## src/pkg/wdst_pkg.sv

```systemverilog
// Constants, register map and state types of the watchdog seed and self-test bank.
// Assumes a 32-bit classic Wishbone master and a 250 MHz system clock.
package wdst_pkg;

    // ************************************************************
    // Widths
    // ************************************************************
    localparam int ADR_W = 8;
    localparam int DAT_W = 32;
    localparam int REG_W = 16;
    localparam int RES_W = 15;
    localparam int IRQ_W = 4;

    // ************************************************************
    // Register byte offsets
    // ************************************************************
    localparam logic [ADR_W-1:0] OFS_SEED = 8'h00;
    localparam logic [ADR_W-1:0] OFS_RESP = 8'h04;
    localparam logic [ADR_W-1:0] OFS_GO = 8'h08;
    localparam logic [ADR_W-1:0] OFS_GO_INV = 8'h0C;
    localparam logic [ADR_W-1:0] OFS_RESULT = 8'h10;
    localparam logic [ADR_W-1:0] OFS_MODE = 8'h14;
    localparam logic [ADR_W-1:0] OFS_IRQ_STAT = 8'h18;
    localparam logic [ADR_W-1:0] OFS_IRQ_MASK = 8'h1C;

    // ************************************************************
    // Reset values and forbidden seeds
    // ************************************************************
    localparam logic [REG_W-1:0] SEED_RST = 16'h5AB2;
    localparam logic [REG_W-1:0] SEED_ONES = 16'hFFFF;
    localparam logic [REG_W-1:0] SEED_ZEROS = 16'h0000;
    localparam logic [REG_W-1:0] REG_ZERO = 16'h0000;
    localparam logic [RES_W-1:0] RES_ZERO = 15'h0000;
    localparam logic [IRQ_W-1:0] IRQ_ZERO = 4'h0;

    // ************************************************************
    // Field positions
    // ************************************************************
    localparam int GO_BIT = 0;
    localparam int MODE_INV_BIT = 0;
    localparam int BANDGAP_BIT = 14;
    localparam int RAIL2_UNDER_BIT = 13;
    localparam int RAIL2_OVER_BIT = 12;
    localparam int RAIL1_UNDER_BIT = 11;
    localparam int RAIL1_OVER_BIT = 10;
    localparam int EXTMON4_UNDER_BIT = 9;
    localparam int EXTMON4_OVER_BIT = 8;
    localparam int EXTMON3_UNDER_BIT = 7;
    localparam int EXTMON3_OVER_BIT = 6;
    localparam int EXTMON2_UNDER_BIT = 5;
    localparam int EXTMON2_OVER_BIT = 4;
    localparam int EXTMON1_UNDER_BIT = 3;
    localparam int EXTMON1_OVER_BIT = 2;
    localparam int OSC_BIT = 1;
    localparam int CRC_BIT = 0;
    localparam int IRQ_DONE_BIT = 0;
    localparam int IRQ_GOOD_BIT = 1;
    localparam int IRQ_BAD_BIT = 2;
    localparam int IRQ_REJ_BIT = 3;

    // ************************************************************
    // Self-test sequencer states
    // ************************************************************
    typedef enum logic [1:0] {
        BIST_IDLE = 2'b00,
        BIST_RUN = 2'b01,
        BIST_FINISH = 2'b10
    } wdst_bist_t;

endpackage

```

## src/verilog/wdst_regs.sv

```systemverilog
// Watchdog seed and response registers with on-demand analog self-test control.
// Assumes analog check results are slow levels held stable while the done level is high.
//
// Design decisions made here: the placing of the registers and the Wishbone slave port.
`timescale 1ns/1ps

// Behaviour
// The seed is a 16-bit register that resets to 16'h5AB2 in both answer modes.
// In inverse-answer mode a seed write of all ones is dropped and the old seed stays.
// In direct-answer mode a seed write of all zeros or all ones is dropped.
// In direct-answer mode software refreshes by writing a response equal to the seed.
// In inverse-answer mode software refreshes by writing the complement of the seed.
// Writing 1 to the go bit starts a self-test only if the inverse bit holds 0.
// The go bit clears itself when the self-test run ends and so reads as busy.
// A result flag reads 1 for an error, 0 otherwise, and resets to 0.
// The bandgap check failure sits in result bit 14.
// Second converter rail under and over check failures sit in bits 13 and 12.
// First converter rail under and over check failures sit in bits 11 and 10.
// External monitors four down to one sit in pairs from bit 9 to 2, under high.
// The oscillator check failure sits in bit 1.
// The fuse CRC mismatch found by the self-test sits in bit 0.
// All result flags update together at run end, before the go bit clears.
module wdst_regs (
    input wire logic clk_i, // System clock, 250 MHz.
    input wire logic rst_i, // Synchronous reset, active high.
    input wire logic ce_i, // Clock enable; freezes all state when low.
    input wire logic wb_cyc_i, // Wishbone cycle.
    input wire logic wb_stb_i, // Wishbone strobe.
    input wire logic wb_we_i, // Wishbone write enable.
    input wire logic [wdst_pkg::ADR_W-1:0] wb_adr_i, // Wishbone byte address.
    input wire logic [3:0] wb_sel_i, // Wishbone byte selects.
    input wire logic [wdst_pkg::DAT_W-1:0] wb_dat_i, // Wishbone write data.
    output logic [wdst_pkg::DAT_W-1:0] wb_dat_o, // Wishbone read data.
    output logic wb_ack_o, // Wishbone acknowledge.
    output logic irq_o, // Interrupt, level, active high.
    output logic selftest_start_o, // One-cycle start pulse to the analog side.
    output logic selftest_busy_o, // Self-test running.
    output logic [wdst_pkg::REG_W-1:0] wdog_seed_value_o, // Current seed.
    output logic refresh_good_o, // One-cycle pulse: matching response written.
    output logic refresh_bad_o, // One-cycle pulse: wrong response written.
    input wire logic selftest_done_i, // Analog self-test finished, level.
    input wire logic bandgap_check_fail_i, // Bandgap check failed.
    input wire logic rail2_under_check_fail_i, // Rail 2 undervoltage check failed.
    input wire logic rail2_over_check_fail_i, // Rail 2 overvoltage check failed.
    input wire logic rail1_under_check_fail_i, // Rail 1 undervoltage check failed.
    input wire logic rail1_over_check_fail_i, // Rail 1 overvoltage check failed.
    input wire logic extmon4_under_check_fail_i, // Monitor 4 undervoltage check failed.
    input wire logic extmon4_over_check_fail_i, // Monitor 4 overvoltage check failed.
    input wire logic extmon3_under_check_fail_i, // Monitor 3 undervoltage check failed.
    input wire logic extmon3_over_check_fail_i, // Monitor 3 overvoltage check failed.
    input wire logic extmon2_under_check_fail_i, // Monitor 2 undervoltage check failed.
    input wire logic extmon2_over_check_fail_i, // Monitor 2 overvoltage check failed.
    input wire logic extmon1_under_check_fail_i, // Monitor 1 undervoltage check failed.
    input wire logic extmon1_over_check_fail_i, // Monitor 1 overvoltage check failed.
    input wire logic oscillator_check_fail_i, // Oscillator check failed.
    input wire logic fuse_crc_check_fail_i // Fuse CRC mismatch.
);

    // ************************************************************
    // Declarations
    // ************************************************************
    logic acc;
    logic wr;
    logic [wdst_pkg::DAT_W-1:0] rdata;
    logic [wdst_pkg::REG_W-1:0] seed_q;
    logic [wdst_pkg::REG_W-1:0] resp_q;
    logic [wdst_pkg::REG_W-1:0] seed_new;
    logic [wdst_pkg::REG_W-1:0] resp_new;
    logic seed_ok;
    logic mode_inv_q;
    logic go_inv_q;
    logic [wdst_pkg::RES_W-1:0] res_raw;
    logic [wdst_pkg::RES_W-1:0] res_sync;
    logic [wdst_pkg::RES_W-1:0] result_q;
    logic done_sync;
    logic done_prev_q;
    logic done_edge;
    logic go_set;
    wdst_pkg::wdst_bist_t bist_q;
    logic [wdst_pkg::IRQ_W-1:0] irq_stat_q;
    logic [wdst_pkg::IRQ_W-1:0] irq_mask_q;
    logic [wdst_pkg::IRQ_W-1:0] irq_ev;
    logic seed_wr;
    logic resp_wr;
    logic seed_rej;

    // ************************************************************
    // Bus slave and input synchroniser
    // ************************************************************
    wdst_wbif u_wbif (
        .clk_i(clk_i),
        .rst_i(rst_i),
        .ce_i(ce_i),
        .wb_cyc_i(wb_cyc_i),
        .wb_stb_i(wb_stb_i),
        .rdata_i(rdata),
        .acc_o(acc),
        .wb_ack_o(wb_ack_o),
        .wb_dat_o(wb_dat_o)
    );

    assign res_raw[wdst_pkg::BANDGAP_BIT] = bandgap_check_fail_i;
    assign res_raw[wdst_pkg::RAIL2_UNDER_BIT] = rail2_under_check_fail_i;
    assign res_raw[wdst_pkg::RAIL2_OVER_BIT] = rail2_over_check_fail_i;
    assign res_raw[wdst_pkg::RAIL1_UNDER_BIT] = rail1_under_check_fail_i;
    assign res_raw[wdst_pkg::RAIL1_OVER_BIT] = rail1_over_check_fail_i;
    assign res_raw[wdst_pkg::EXTMON4_UNDER_BIT] = extmon4_under_check_fail_i;
    assign res_raw[wdst_pkg::EXTMON4_OVER_BIT] = extmon4_over_check_fail_i;
    assign res_raw[wdst_pkg::EXTMON3_UNDER_BIT] = extmon3_under_check_fail_i;
    assign res_raw[wdst_pkg::EXTMON3_OVER_BIT] = extmon3_over_check_fail_i;
    assign res_raw[wdst_pkg::EXTMON2_UNDER_BIT] = extmon2_under_check_fail_i;
    assign res_raw[wdst_pkg::EXTMON2_OVER_BIT] = extmon2_over_check_fail_i;
    assign res_raw[wdst_pkg::EXTMON1_UNDER_BIT] = extmon1_under_check_fail_i;
    assign res_raw[wdst_pkg::EXTMON1_OVER_BIT] = extmon1_over_check_fail_i;
    assign res_raw[wdst_pkg::OSC_BIT] = oscillator_check_fail_i;
    assign res_raw[wdst_pkg::CRC_BIT] = fuse_crc_check_fail_i;

    wdst_sync #(
        .W(wdst_pkg::RES_W + 1)
    ) u_sync (
        .clk_i(clk_i),
        .rst_i(rst_i),
        .ce_i(ce_i),
        .async_i({selftest_done_i, res_raw}),
        .sync_o({done_sync, res_sync})
    );

    // ************************************************************
    // Write data merging and decode
    // ************************************************************
    assign wr = acc && wb_we_i;
    assign seed_new = {wb_sel_i[1] ? wb_dat_i[15:8] : seed_q[15:8],
                       wb_sel_i[0] ? wb_dat_i[7:0] : seed_q[7:0]};
    assign resp_new = {wb_sel_i[1] ? wb_dat_i[15:8] : resp_q[15:8],
                       wb_sel_i[0] ? wb_dat_i[7:0] : resp_q[7:0]};
    assign seed_wr = wr && (wb_adr_i == wdst_pkg::OFS_SEED) && (wb_sel_i[1:0] != 2'h0);
    assign resp_wr = wr && (wb_adr_i == wdst_pkg::OFS_RESP) && (wb_sel_i[1:0] != 2'h0);
    // All ones is refused in both modes; all zeros only in direct-answer mode.
    assign seed_ok = (seed_new != wdst_pkg::SEED_ONES)
                     && (mode_inv_q || seed_new != wdst_pkg::SEED_ZEROS);
    assign seed_rej = seed_wr && !seed_ok;

    // ************************************************************
    // Watchdog seed and response
    // ************************************************************
    always_ff @(posedge clk_i) begin
        if (rst_i) begin
            seed_q <= wdst_pkg::SEED_RST;
        end else if (ce_i && seed_wr && seed_ok) begin
            seed_q <= seed_new;
        end
    end

    always_ff @(posedge clk_i) begin
        if (rst_i) begin
            resp_q <= wdst_pkg::REG_ZERO;
        end else if (ce_i && resp_wr) begin
            resp_q <= resp_new;
        end
    end

    // The response is judged against the seed in force at the write.
    always_ff @(posedge clk_i) begin
        if (rst_i) begin
            refresh_good_o <= 1'b0;
            refresh_bad_o <= 1'b0;
        end else if (ce_i) begin
            refresh_good_o <= resp_wr && (resp_new == (mode_inv_q ? ~seed_q : seed_q));
            refresh_bad_o <= resp_wr && (resp_new != (mode_inv_q ? ~seed_q : seed_q));
        end
    end

    always_ff @(posedge clk_i) begin
        if (rst_i) begin
            wdog_seed_value_o <= wdst_pkg::SEED_RST;
        end else if (ce_i) begin
            wdog_seed_value_o <= seed_q;
        end
    end

    always_ff @(posedge clk_i) begin
        if (rst_i) begin
            mode_inv_q <= 1'b0;
        end else if (ce_i && wr && wb_adr_i == wdst_pkg::OFS_MODE && wb_sel_i[0]) begin
            mode_inv_q <= wb_dat_i[wdst_pkg::MODE_INV_BIT];
        end
    end

    // ************************************************************
    // On-demand self-test sequencer
    // ************************************************************
    always_ff @(posedge clk_i) begin
        if (rst_i) begin
            go_inv_q <= 1'b0;
        end else if (ce_i && wr && wb_adr_i == wdst_pkg::OFS_GO_INV && wb_sel_i[0]) begin
            go_inv_q <= wb_dat_i[wdst_pkg::GO_BIT];
        end
    end

    assign go_set = wr && wb_adr_i == wdst_pkg::OFS_GO && wb_sel_i[0]
                    && wb_dat_i[wdst_pkg::GO_BIT] && !go_inv_q;
    assign done_edge = done_sync && !done_prev_q;

    always_ff @(posedge clk_i) begin
        if (rst_i) begin
            done_prev_q <= 1'b0;
        end else if (ce_i) begin
            done_prev_q <= done_sync;
        end
    end

    // A go write while a run is active is ignored; a done seen while idle is ignored.
    always_ff @(posedge clk_i) begin
        if (rst_i) begin
            bist_q <= wdst_pkg::BIST_IDLE;
        end else if (ce_i) begin
            unique case (bist_q)
                wdst_pkg::BIST_IDLE: begin
                    if (go_set) begin
                        bist_q <= wdst_pkg::BIST_RUN;
                    end
                end
                wdst_pkg::BIST_RUN: begin
                    if (done_edge) begin
                        bist_q <= wdst_pkg::BIST_FINISH;
                    end
                end
                wdst_pkg::BIST_FINISH: begin
                    bist_q <= wdst_pkg::BIST_IDLE;
                end
                default: begin
                    bist_q <= wdst_pkg::BIST_IDLE;
                end
            endcase
        end
    end

    always_ff @(posedge clk_i) begin
        if (rst_i) begin
            selftest_start_o <= 1'b0;
            selftest_busy_o <= 1'b0;
        end else if (ce_i) begin
            selftest_start_o <= (bist_q == wdst_pkg::BIST_IDLE) && go_set;
            selftest_busy_o <= (bist_q != wdst_pkg::BIST_IDLE);
        end
    end

    always_ff @(posedge clk_i) begin
        if (rst_i) begin
            result_q <= wdst_pkg::RES_ZERO;
        end else if (ce_i && bist_q == wdst_pkg::BIST_RUN && done_edge) begin
            result_q <= res_sync;
        end
    end

    // ************************************************************
    // Interrupts
    // ************************************************************
    assign irq_ev[wdst_pkg::IRQ_DONE_BIT] = (bist_q == wdst_pkg::BIST_FINISH);
    assign irq_ev[wdst_pkg::IRQ_GOOD_BIT] = refresh_good_o;
    assign irq_ev[wdst_pkg::IRQ_BAD_BIT] = refresh_bad_o;
    assign irq_ev[wdst_pkg::IRQ_REJ_BIT] = seed_rej;

    // A new event wins over a write-one-to-clear in the same cycle.
    always_ff @(posedge clk_i) begin
        if (rst_i) begin
            irq_stat_q <= wdst_pkg::IRQ_ZERO;
        end else if (ce_i) begin
            if (wr && wb_adr_i == wdst_pkg::OFS_IRQ_STAT && wb_sel_i[0]) begin
                irq_stat_q <= (irq_stat_q & ~wb_dat_i[wdst_pkg::IRQ_W-1:0]) | irq_ev;
            end else begin
                irq_stat_q <= irq_stat_q | irq_ev;
            end
        end
    end

    always_ff @(posedge clk_i) begin
        if (rst_i) begin
            irq_mask_q <= wdst_pkg::IRQ_ZERO;
        end else if (ce_i && wr && wb_adr_i == wdst_pkg::OFS_IRQ_MASK && wb_sel_i[0]) begin
            irq_mask_q <= wb_dat_i[wdst_pkg::IRQ_W-1:0];
        end
    end

    always_ff @(posedge clk_i) begin
        if (rst_i) begin
            irq_o <= 1'b0;
        end else if (ce_i) begin
            irq_o <= |(irq_stat_q & irq_mask_q);
        end
    end

    // ************************************************************
    // Read multiplexer
    // ************************************************************
    always_comb begin
        rdata = '0;
        unique case (wb_adr_i)
            wdst_pkg::OFS_SEED: rdata[wdst_pkg::REG_W-1:0] = seed_q;
            wdst_pkg::OFS_RESP: rdata[wdst_pkg::REG_W-1:0] = resp_q;
            wdst_pkg::OFS_GO: rdata[wdst_pkg::GO_BIT] = (bist_q != wdst_pkg::BIST_IDLE);
            wdst_pkg::OFS_GO_INV: rdata[wdst_pkg::GO_BIT] = go_inv_q;
            wdst_pkg::OFS_RESULT: rdata[wdst_pkg::RES_W-1:0] = result_q;
            wdst_pkg::OFS_MODE: rdata[wdst_pkg::MODE_INV_BIT] = mode_inv_q;
            wdst_pkg::OFS_IRQ_STAT: rdata[wdst_pkg::IRQ_W-1:0] = irq_stat_q;
            wdst_pkg::OFS_IRQ_MASK: rdata[wdst_pkg::IRQ_W-1:0] = irq_mask_q;
            default: rdata = '0;
        endcase
    end
endmodule

```

## src/verilog/wdst_sync.sv

```systemverilog
// Two-stage synchroniser for a vector of unrelated level inputs.
// Assumes each bit is a slow level from the analog side; no word coherency is given.
`timescale 1ns/1ps
module wdst_sync #(
    parameter int W = 16
) (
    input wire logic clk_i, // System clock.
    input wire logic rst_i, // Synchronous reset, active high.
    input wire logic ce_i, // Clock enable.
    input wire logic [W-1:0] async_i, // Asynchronous levels.
    output logic [W-1:0] sync_o // Synchronised levels.
);

    logic [W-1:0] meta_q;

    always_ff @(posedge clk_i) begin
        if (rst_i) begin
            meta_q <= '0;
            sync_o <= '0;
        end else if (ce_i) begin
            meta_q <= async_i;
            sync_o <= meta_q;
        end
    end

endmodule

```

## src/verilog/wdst_wbif.sv

```systemverilog
// Classic Wishbone slave handshake: one access strobe, registered ack and read data.
// Assumes a single-cycle classic master that holds the request until ack.
`timescale 1ns/1ps
module wdst_wbif (
    input wire logic clk_i, // System clock.
    input wire logic rst_i, // Synchronous reset, active high.
    input wire logic ce_i, // Clock enable.
    input wire logic wb_cyc_i, // Bus cycle.
    input wire logic wb_stb_i, // Strobe.
    input wire logic [wdst_pkg::DAT_W-1:0] rdata_i, // Read data of the addressed register.
    output logic acc_o, // One-cycle access strobe.
    output logic wb_ack_o, // Acknowledge.
    output logic [wdst_pkg::DAT_W-1:0] wb_dat_o // Read data.
);

    assign acc_o = ce_i && wb_cyc_i && wb_stb_i && !wb_ack_o;

    always_ff @(posedge clk_i) begin
        if (rst_i) begin
            wb_ack_o <= 1'b0;
        end else if (ce_i) begin
            wb_ack_o <= acc_o;
        end
    end

    always_ff @(posedge clk_i) begin
        if (rst_i) begin
            wb_dat_o <= '0;
        end else if (acc_o) begin
            wb_dat_o <= rdata_i;
        end
    end

endmodule
```

## config.mk

```make
export PLATFORM = sky130hd
export DESIGN_NAME = wdst_regs
export DESIGN_NICKNAME = d
export VERILOG_FILES = /design/src/pkg/wdst_pkg.sv /design/src/verilog/wdst_regs.sv /design/src/verilog/wdst_sync.sv /design/src/verilog/wdst_wbif.sv
export SDC_FILE = /design/constraint.sdc
export NUM_CORES = 1
export LEC_CHECK = 0
export BUFFER_PORTS_ARGS = -buffer_cell sky130_fd_sc_hd__buf_2
export CORE_MARGIN = 2
export CORE_UTILIZATION = 51
export CTS_CLUSTER_SIZE = 24
export DETAILED_ROUTE_END_ITERATION = 8
export PLACE_DENSITY_LB_ADDON = 0.12
export REMOVE_ABC_BUFFERS = 1
export SYNTH_ARGS = -nofsm -noshare
export SYNTH_HDL_FRONTEND = slang
export SYNTH_SLANG_ARGS = --single-unit
export TNS_END_PERCENT = 100
```

## constraint.sdc

```tcl
create_clock -name clk_i -period 2.5 [get_ports clk_i]
set_clock_uncertainty 0.05 [all_clocks]
set_input_delay 0.125 -clock clk_i [delete_from_list [all_inputs] [get_ports clk_i]]
set_output_delay 0.125 -clock clk_i [all_outputs]
set_load 0.05 [all_outputs]
```

==> flow_summary.toml, run 1 <==
[outcome]
status = "finished clean"

[sta]
fin_ws_ns = 0.180
drv_slew = 0
relSlewSlack = 0.531
period_share = 0.928
fin_crit_ns = 2.32
setup_viol = 0
clock.fmax_ghz = 0.431
tns_ns = 0
rsz0062_at_grt = "false"
worst_slew_pin_slew_ns = 0.703
finalHoldViolations = 0

[final_layout]
nNetsFinal = 828
num-fill-cells = 1027
final_util = 0.637
final_cell_mix = "dfxtp_1 (130), mux2i_1 (117), nor2_1 (101)"
area_growth_pct = 22.9
insertedDiodeCount = 0
final_common_cell = "dfxtp_1"
fin_cells = 922
drive_gt1_frac = 0.204

[cts]
clock_path_buffers = 2
cts.clk_slew.worst_paths_ns = 0.06
cts.htree.levels = 4
cts_tree = "yes"
cts_made_buffers = 17
post_cts_buffers = 0
clk_latency_ns = 0.43
root_buffer = "clkbuf_16"
clock_sinks = 130

[setup_path]
end_kind = "flop"
r2r_start = "seed_q[10]"
reg2reg_depth = 6
critical_path_class = "input pin to flop"
crit_end = "seed_q[3]"
cp_max_fo = 8
critPathLaunch = "wb_dat_i[12]"
arrival_ns = 2.58
r2r_slack_ns = 0.36
worstSetupStartpointType = "input pin"
r2r_end = "seed_q[3]"
crit_required_ns = 2.76

[grt]
antenna_found_initial = 0
track_usage = 0.251
grt_pass1_wl_um = 25000
grt_pass1_vias = 4974
overflow = 0
grt_max_degree = 55

[logic_synthesis]
synth.avg_cell_area_sq_um = 9.49
synthCells = 651
synth.yosys.seq_area_share = 0.421
synthFlopType = "dfxtp_1"
synth-warning-count = 0
ys_types = 54
ys_ff_latch = 130
async_reset_ff_frac = 0
synth_edf_count = 0
syn_area_sq_um = 6180

[place]
numPortBuffers = 85
place_ws_ns = 0.0582
dp_hpwl_um = 10600
dp.cells = 859
gp_congestion = 0.861

[power_and_ir_drop]
ir_drop_uv = 465
cellPowerDensity_nw_per_um2 = 664
p_leak_nw = 3.26
power_mw = 5.04

[floorplan]
die_h_um = 114
die_w_um = 114
dieArea_sq_um = 13000
core-area_sq_um = 11900
ios = 120
initial_core_util = 0.518
rows = 40

[min_path]
hold_class = "input pin to flop"

[route]
drc = 0
drt_iter0_markers = 316
avgRoutedWirePerCell_um = 17.1
vias_per_cell = 5.51
vias = 5081
routed_wirelength_um = 15800
first_pass_iters = 5
antenna_left = 0

[run]
drv_cap = 0
Yosys cell counts, types with 2 or more instances:
cell type | count | area, sq um
dfxtp_1 | 130 | 2600
mux2i_1 | 117 | 1170
nor2_1 | 101 | 379
xnor2_1 | 32 | 280
clkbuf_1 | 30 | 113
nand2_1 | 23 | 86.3
a21oi_1 | 21 | 105
o21ai_0 | 17 | 85.1
buf_4 | 16 | 120
nand4_1 | 14 | 87.6
nand3_1 | 13 | 65.1
a22o_1 | 12 | 105
nand2b_1 | 12 | 75.1
nor2b_1 | 11 | 68.8
a211o_1 | 8 | 70.1
inv_1 | 6 | 22.5
buf_2 | 5 | 25.0
mux2_2 | 5 | 56.3
nand3b_1 | 5 | 37.5
nor4_1 | 5 | 31.3
or4_1 | 5 | 37.5
a22oi_1 | 4 | 30.0
buf_6 | 4 | 45.0
o31ai_1 | 4 | 30.0
a211oi_1 | 3 | 22.5
a2bb2oi_1 | 3 | 26.3
and4b_1 | 3 | 30.0
buf_1 | 3 | 11.3
nand4b_1 | 3 | 26.3
nor4b_1 | 3 | 26.3
o22ai_1 | 3 | 18.8
and3_1 | 2 | 12.5
clkbuf_2 | 2 | 10.0
mux4_2 | 2 | 45.0
nor3_1 | 2 | 10.0
nor3_2 | 2 | 20.0
o32ai_1 | 2 | 17.5
or4b_2 | 2 | 20.0
repair_timing:
item	4_1_cts	5_1_grt
hold endpoints to repair	44	0
hold buffers	31	0
resized for setup	0	1
endpoints found under the setup margin	0	8
registers in the layout (all words and copies together) (netlist names), 15 cells and up:
register and cells:
seed_q 16, u_sync.meta_q 16, result_q 15, u_wbif.wb_dat_o 16, u_sync.sync_o 16, wdog_seed_value_o 16, resp_q 16
metal layers:
metal / part of all wire / vias up / global-route usage
li1: - / 2496 / -
met4: 0.023 / 0 / 0.106
met1: 0.45 / 2430 / 0.315
met3: 0.044 / 26 / 0.0537
met5: 0 / - / 0
met2: 0.49 / 129 / 0.420
critical path: stages:
cell and delay (ns):
dlygate4sd3_1 0.55, buf_2 0.16, or4b_2 0.66, o22ai_1 0.28, and4b_2 0.40, nor3_2 0.08
buf_4 0.20, mux2i_1 0.13
where the power goes:
group | switching [mW] | internal, mW
sequential | 0.0168 | 2.11
clock | 0.921 | 1.54
combinational | 0.285 | 0.165
total | 1.22 | 3.81
metrics by stage:
stage	cell area, sq um	hold WS, ns
2_1_floorplan	5890	0.144
6_report	7590	0.0526
3_5_place_dp	6680	0.319
3_3_place_gp	6680	0.311
5_1_grt	7590	0.0617
4_1_cts	7590	0.0354
cells by family after synthesis:
| family | Yosys count | share of synthesized area |
|---|---|---|
| compound gates | 82 | 0.0900 |
| xor+xnor | 32 | 0.0454 |
| buf+inv | 68 | 0.0596 |
| flops | 130 | 0.421 |
| mux | 124 | 0.206 |
| other cells | 1 | 0.000607 |
| simple gates | 214 | 0.177 |
layout make-up:
class / count / area (sq um) / share of cell area
clock inverter: 12 / 130 / 0.0171
tap: 147 / 184 / 0.0242
inverter: 6 / 22.5 / 0.00297
clock buffer: 20 / 467 / 0.0615
sequential: 130 / 2600 / 0.343
timing repair buffer: 139 / 913 / 0.120
multi-input combinational: 468 / 3270 / 0.431
worst min-delay path by stage:
stage / startpoint / endpoint / slack (ns) / depth (start not counted)
after floorplan: rst_i / bist_q[0] / 0.14 / 1
after global placement: extmon4_under_check_fail_i / u_sync.meta_q[9] / 0.31 / 3
after detailed placement: extmon1_under_check_fail_i / u_sync.meta_q[3] / 0.32 / 3
after CTS: wb_dat_i[0] / irq_mask_q[0] / 0.04 / 3
after global routing: wb_dat_i[0] / irq_mask_q[0] / 0.06 / 3
final: wb_dat_i[0] / irq_mask_q[0] / 0.05 / 3
No activity file was read; power rests on OpenSTA's default activity.
==> inputs of run 2 (changes only) <==
--- a/config.mk
+++ b/config.mk
@@ -7,10 +7,10 @@
 export LEC_CHECK = 0
 export BUFFER_PORTS_ARGS = -buffer_cell sky130_fd_sc_hd__buf_2
 export CORE_MARGIN = 2
-export CORE_UTILIZATION = 51
+export CORE_UTILIZATION = 40
 export CTS_CLUSTER_SIZE = 24
 export DETAILED_ROUTE_END_ITERATION = 8
-export PLACE_DENSITY_LB_ADDON = 0.12
+export PLACE_DENSITY = 0.65
 export REMOVE_ABC_BUFFERS = 1
 export SYNTH_ARGS = -nofsm -noshare
 export SYNTH_HDL_FRONTEND = slang
==> constraint.sdc (replaced) <==
create_clock -name clk_i -period 2.5 [get_ports clk_i]
set_clock_uncertainty 0.05 [all_clocks]
set_input_delay 0.25 -clock clk_i [delete_from_list [all_inputs] [get_ports clk_i]]
set_output_delay 0.25 -clock clk_i [all_outputs]
set_load 0.05 [all_outputs]
==> flow_summary.toml, run 2 (synthesis results as in run 1) <==
[cts]
cts.clk_slew.worst_paths_ns = 0.06
clk_latency_ns = 0.43
clock_path_buffers = 2
cts_made_buffers = 17
cts_tree = "yes"
root_buffer = "clkbuf_16"
clock_sinks = 130
cts_resized = 0
cts.htree.levels = 4

[route]
drt_iter0_markers = 340
drc = 0
antenna_left = 0
first_pass_iters = 5
vias_per_cell = 5.34
avgRoutedWirePerCell_um = 16.7
routed_wirelength_um = 15600
vias = 4978

[sta]
rsz0062_at_grt = "false"
clock.fmax_ghz = 0.467
fin_crit_ns = 2.14
tns_ns = 0
fin_ws_ns = 0.358
drv_slew = 0
relSlewSlack = 0.554
whs_ns = 0.00976
period_share = 0.857
worst_slew_pin_slew_ns = 0.669
setup_viol = 0
finalHoldViolations = 0

[setup_path]
critPathMostFrequentCell = "buf_4"
slowest_delay_ns = 0.41
crit_family = "simple AND/OR/NAND/NOR gates"
worstSetupStartpointType = "flop"
crit_required_ns = 2.80
worstPathBufferInverterCount = 2
crit_path_cell_trace = "and4b_1 > buf_4 > and3_1 > nand3_1 > nor3_2 > buf_4 > mux2i_1"
r2r_slack_ns = 0.36
cp_max_fo = 11
end_kind = "flop"
slowest_stage = "and3_1"
critical_path_class = "flop to flop"
arrival_ns = 2.44

[final_layout]
insertedDiodeCount = 0
nNetsFinal = 797
area_growth_pct = 20.1
num-fill-cells = 1406
fin_cells = 932
final_util = 0.490
final_cell_mix = "dfxtp_1 (130), mux2i_1 (117), nor2_1 (101)"
final_common_cell = "dfxtp_1"
drive_gt1_frac = 0.210

[power_and_ir_drop]
ir_drop_uv = 476
p_leak_nw = 3.17
p_switching_mw = 1.24
cellPowerDensity_nw_per_um2 = 714
intPower_mw = 4.06
p_sw_frac = 0.233
p_comb_frac = 0.078
clkPwrFrac = 0.521
seqPwrFrac = 0.401

[floorplan]
initial_core_util = 0.408
dieArea_sq_um = 16400
rows = 45
ios = 120
die_w_um = 128
core-area_sq_um = 15100
die_h_um = 128

[grt]
overflow = 0
grt_pass1_wl_um = 24500
grt_pass1_vias = 4678
grt_max_degree = 87
track_usage = 0.194
antenna_found_initial = 0

[min_path]
hold_class = "input pin to flop"

[place]
numPortBuffers = 85
gp_congestion = 0.919
dp.cells = 899
dp_hpwl_um = 10700
place_ws_ns = -0.0332

[outcome]
status = "finished clean"

[run]
drv_cap = 0
[run 2: cell types whose count changed in the layout (fill, tap and decap cells not counted), sizes merged]
cell | before | now
dlygate4sd3 | 31 | 1
inv | 8 | 6
clkinvlp | 5 | 4
clkbuf | 20 | 19
bufinv | 2 | 5
clkinv | 3 | 4
buf | 108 | 107
[run 2: power groups by stage]
| stage | registers, mW | clock network, mW | logic [mW] |
|---|---|---|---|
| finish | 2.12 | 2.76 | 0.416 |
| global route | 2.13 | 2.91 | 0.446 |
| CTS | 2.12 | 2.80 | 0.417 |
| detailed placement | 2.17 | 0 | 0.414 |
| global placement | 2.17 | 0 | 0.409 |
| floorplan | 2.20 | 0 | 0.183 |
[run 2: through the flow]
| stage | area [sq um] | power [mW] |
|---|---|---|
| floorplan | 5890 | 2.38 |
| global placement | 6750 | 2.58 |
| detailed placement | 6750 | 2.58 |
| CTS | 7420 | 5.34 |
| global route | 7420 | 5.48 |
| finish | 7420 | 5.30 |
[run 2: final timing paths]
| kind | start | endpoint | depth (start not counted) |
|---|---|---|---|
| hold / removal | rail2_over_check_fail_i | u_sync.meta_q[12] | 3 |
| setup / recovery | u_wbif.wb_ack_o | seed_q[7] | 7 |
| setup reg to reg | u_wbif.wb_ack_o | seed_q[7] | 7 |
| hold reg to reg | selftest_start_o | selftest_start_o | 2 |
[run 2: worst register-to-register path, stage by stage, from the launching register on]
cell	delay (ns)
dfxtp_1	0.33
and4b_1	0.31
buf_4	0.19
and3_1	0.41
nand3_1	0.18
nor3_2	0.17
buf_4	0.23
mux2i_1	0.20
[run 2: layout make-up]
type / count / area, sq um / share of cell area
multi-input combinational: 468 / 3270 / 0.440
sequential: 130 / 2600 / 0.351
timing repair buffer: 108 / 631 / 0.0850
clock buffer: 19 / 453 / 0.0610
tap: 188 / 235 / 0.0317
clock inverter: 13 / 208 / 0.0280
inverter: 6 / 22.5 / 0.00304
[run 2: per-layer routing]
layer / global-route usage / share of wire / up-vias / routed length (um)
met5: 0 / 0 / - / 0
met4: 0.0769 / 0.019 / 0 / 303
met3: 0.0597 / 0.058 / 24 / 897
met2: 0.299 / 0.46 / 161 / 7130
met1: 0.253 / 0.47 / 2360 / 7240
li1: - / - / 2433 / -
[run 2: timing repair]
item	CTS	global route
hold buffers	1	0
endpoints found under the hold margin	1	0
endpoints found under the setup margin	0	0
setup buffers	0	0
==> inputs of run 3 (changes only) <==
--- a/config.mk
+++ b/config.mk
@@ -10,7 +10,7 @@
 export CORE_UTILIZATION = 40
 export CTS_CLUSTER_SIZE = 24
 export DETAILED_ROUTE_END_ITERATION = 8
-export PLACE_DENSITY = 0.65
+export PLACE_DENSITY_LB_ADDON = 0.3
 export REMOVE_ABC_BUFFERS = 1
 export SYNTH_ARGS = -nofsm -noshare
 export SYNTH_HDL_FRONTEND = slang
==> flow_summary.toml, run 3 (synthesis results as in run 1) <==
[final_layout]
insertedDiodeCount = 0
final_common_cell = "dfxtp_1"
final_cell_mix = "dfxtp_1 (130), mux2i_1 (117), nor2_1 (101)"
area_growth_pct = 20.6
drive_gt1_frac = 0.213
num-fill-cells = 1435
nNetsFinal = 801

[setup_path]
slowest_stage = "or4_1"
r2r_end = "seed_q[0]"
cp_max_fo = 8
critical_path_class = "flop to flop"
r2r_start = "seed_q[12]"
slowest_delay_ns = 0.51
crit_path_cell_trace = "or4_1 > o22ai_1 > and4b_1 > nor3_2 > buf_4 > mux2i_1"
arrival_ns = 2.46
crit_required_ns = 2.74
r2r_slack_ns = 0.28
end_kind = "flop"
worstPathBufferInverterCount = 1
crit_family = "simple AND/OR/NAND/NOR gates"
worstSetupStartpointType = "flop"
reg2reg_depth = 6

[cts]
post_cts_buffers = 0
cts_tree = "yes"
cts.clk_slew.worst_paths_ns = 0.06
clk_latency_ns = 0.42
root_buffer = "clkbuf_16"
clock_sinks = 130
cts.htree.levels = 4
cts_made_buffers = 17
cts_hold_repair.buffers = 0
cts_resized = 0
clock_path_buffers = 2

[power_and_ir_drop]
ir_drop_uv = 432
p_leak_nw = 3.19
cellPowerDensity_nw_per_um2 = 702
power_mw = 5.23

[min_path]
whs_endpoint = "u_sync.meta_q[10]"
holdCritStartpoint = "rail1_over_check_fail_i"
hold_class = "input pin to flop"
whs_path_depth = 3

[route]
antenna_left = 0
drt_iter0_markers = 368
avgRoutedWirePerCell_um = 17.0
vias = 4970
first_pass_iters = 4
vias_per_cell = 5.31
routed_wirelength_um = 15900
drc = 0

[sta]
relSlewSlack = 0.569
period_share = 0.887
setup_viol = 0
fin_crit_ns = 2.22
rsz0062_at_grt = "false"
worst_slew_pin_slew_ns = 0.646
drv_slew = 0
tns_ns = 0
clock.fmax_ghz = 0.451
finalHoldViolations = 0

[grt]
grt_pass1_vias = 4774
antenna_found_initial = 1
grt_pass1_wl_um = 25000
grt_max_degree = 100
overflow = 0
track_usage = 0.197

[place]
gp_congestion = 0.920
dp_hpwl_um = 11000
numPortBuffers = 85

[floorplan]
die_w_um = 128
dieArea_sq_um = 16400
ios = 120
rows = 45
die_h_um = 128
core-area_sq_um = 15100
initial_core_util = 0.408

[run]
drv_cap = 0

[outcome]
status = "finished clean"
## run 3: cell types whose count changed in the layout (fill, tap and decap cells not counted), moves of 2 or more
cell / change
clkbuf_8: +3
buf_4: +4
clkbuf_1: +2
clkinv_4: -2
## run 3: power by group
part / switching [mW] / total (mW) / internal, mW
combinational: 0.280 / 0.419 / 0.139
sequential: 0.0169 / 2.12 / 2.11
clock: 0.887 / 2.69 / 1.80
total: 1.18 / 5.23 / 4.05
## run 3: how the worst max path moves through the flow
stage                           start                  end  slack [ns]  cells past startpoint
after global routing       seed_q[12]            seed_q[0]        0.21                      6
after detailed placement  wb_adr_i[1]            seed_q[8]       -0.03                      7
after CTS                  seed_q[12]            seed_q[0]        0.32                      6
after floorplan           wb_adr_i[1]  u_wbif.wb_dat_o[10]       -0.03                      4
after global placement    wb_adr_i[1]           seed_q[10]        0.03                      7
final                      seed_q[12]            seed_q[0]        0.28                      6
## run 3: per-stage QoR
stage / instance area (sq um) / setup WS, ns / cells / util / hold WS [ns]
floorplan: 5890 / -0.0333 / 604 / - / 0.269
global placement: 6800 / 0.0337 / 904 / 0.449 / 0.394
detailed placement: 6800 / -0.0314 / 904 / 0.449 / 0.396
CTS: 7450 / 0.318 / 936 / 0.492 / 0.00742
global route: 7450 / 0.209 / 936 / 0.492 / 0.0119
finish: 7450 / 0.283 / 936 / 0.492 / 0.0135
## run 3: tightest hold or removal path, stage by stage
cell and delay, ns:
buf_2 0.08, mux2i_1 0.05, nor2_1 0.07
## run 3: area by class of cell
type / instances / area [sq um] / area share
multi-input combinational: 468 / 3270 / 0.439
sequential: 130 / 2600 / 0.349
timing repair buffer: 112 / 671 / 0.0900
clock buffer: 24 / 502 / 0.0674
tap: 188 / 235 / 0.0316
clock inverter: 8 / 148 / 0.0198
inverter: 6 / 22.5 / 0.00302
## run 3: metal layers
metal | vias up | share of wire | GRT usage
li1 | 2442 | - | -
met1 | 2345 | 0.45 | 0.251
met2 | 161 | 0.47 | 0.322
met3 | 20 | 0.069 | 0.0509
met4 | 2 | 0.016 | 0.0750
met5 | - | 0.0011 | 0
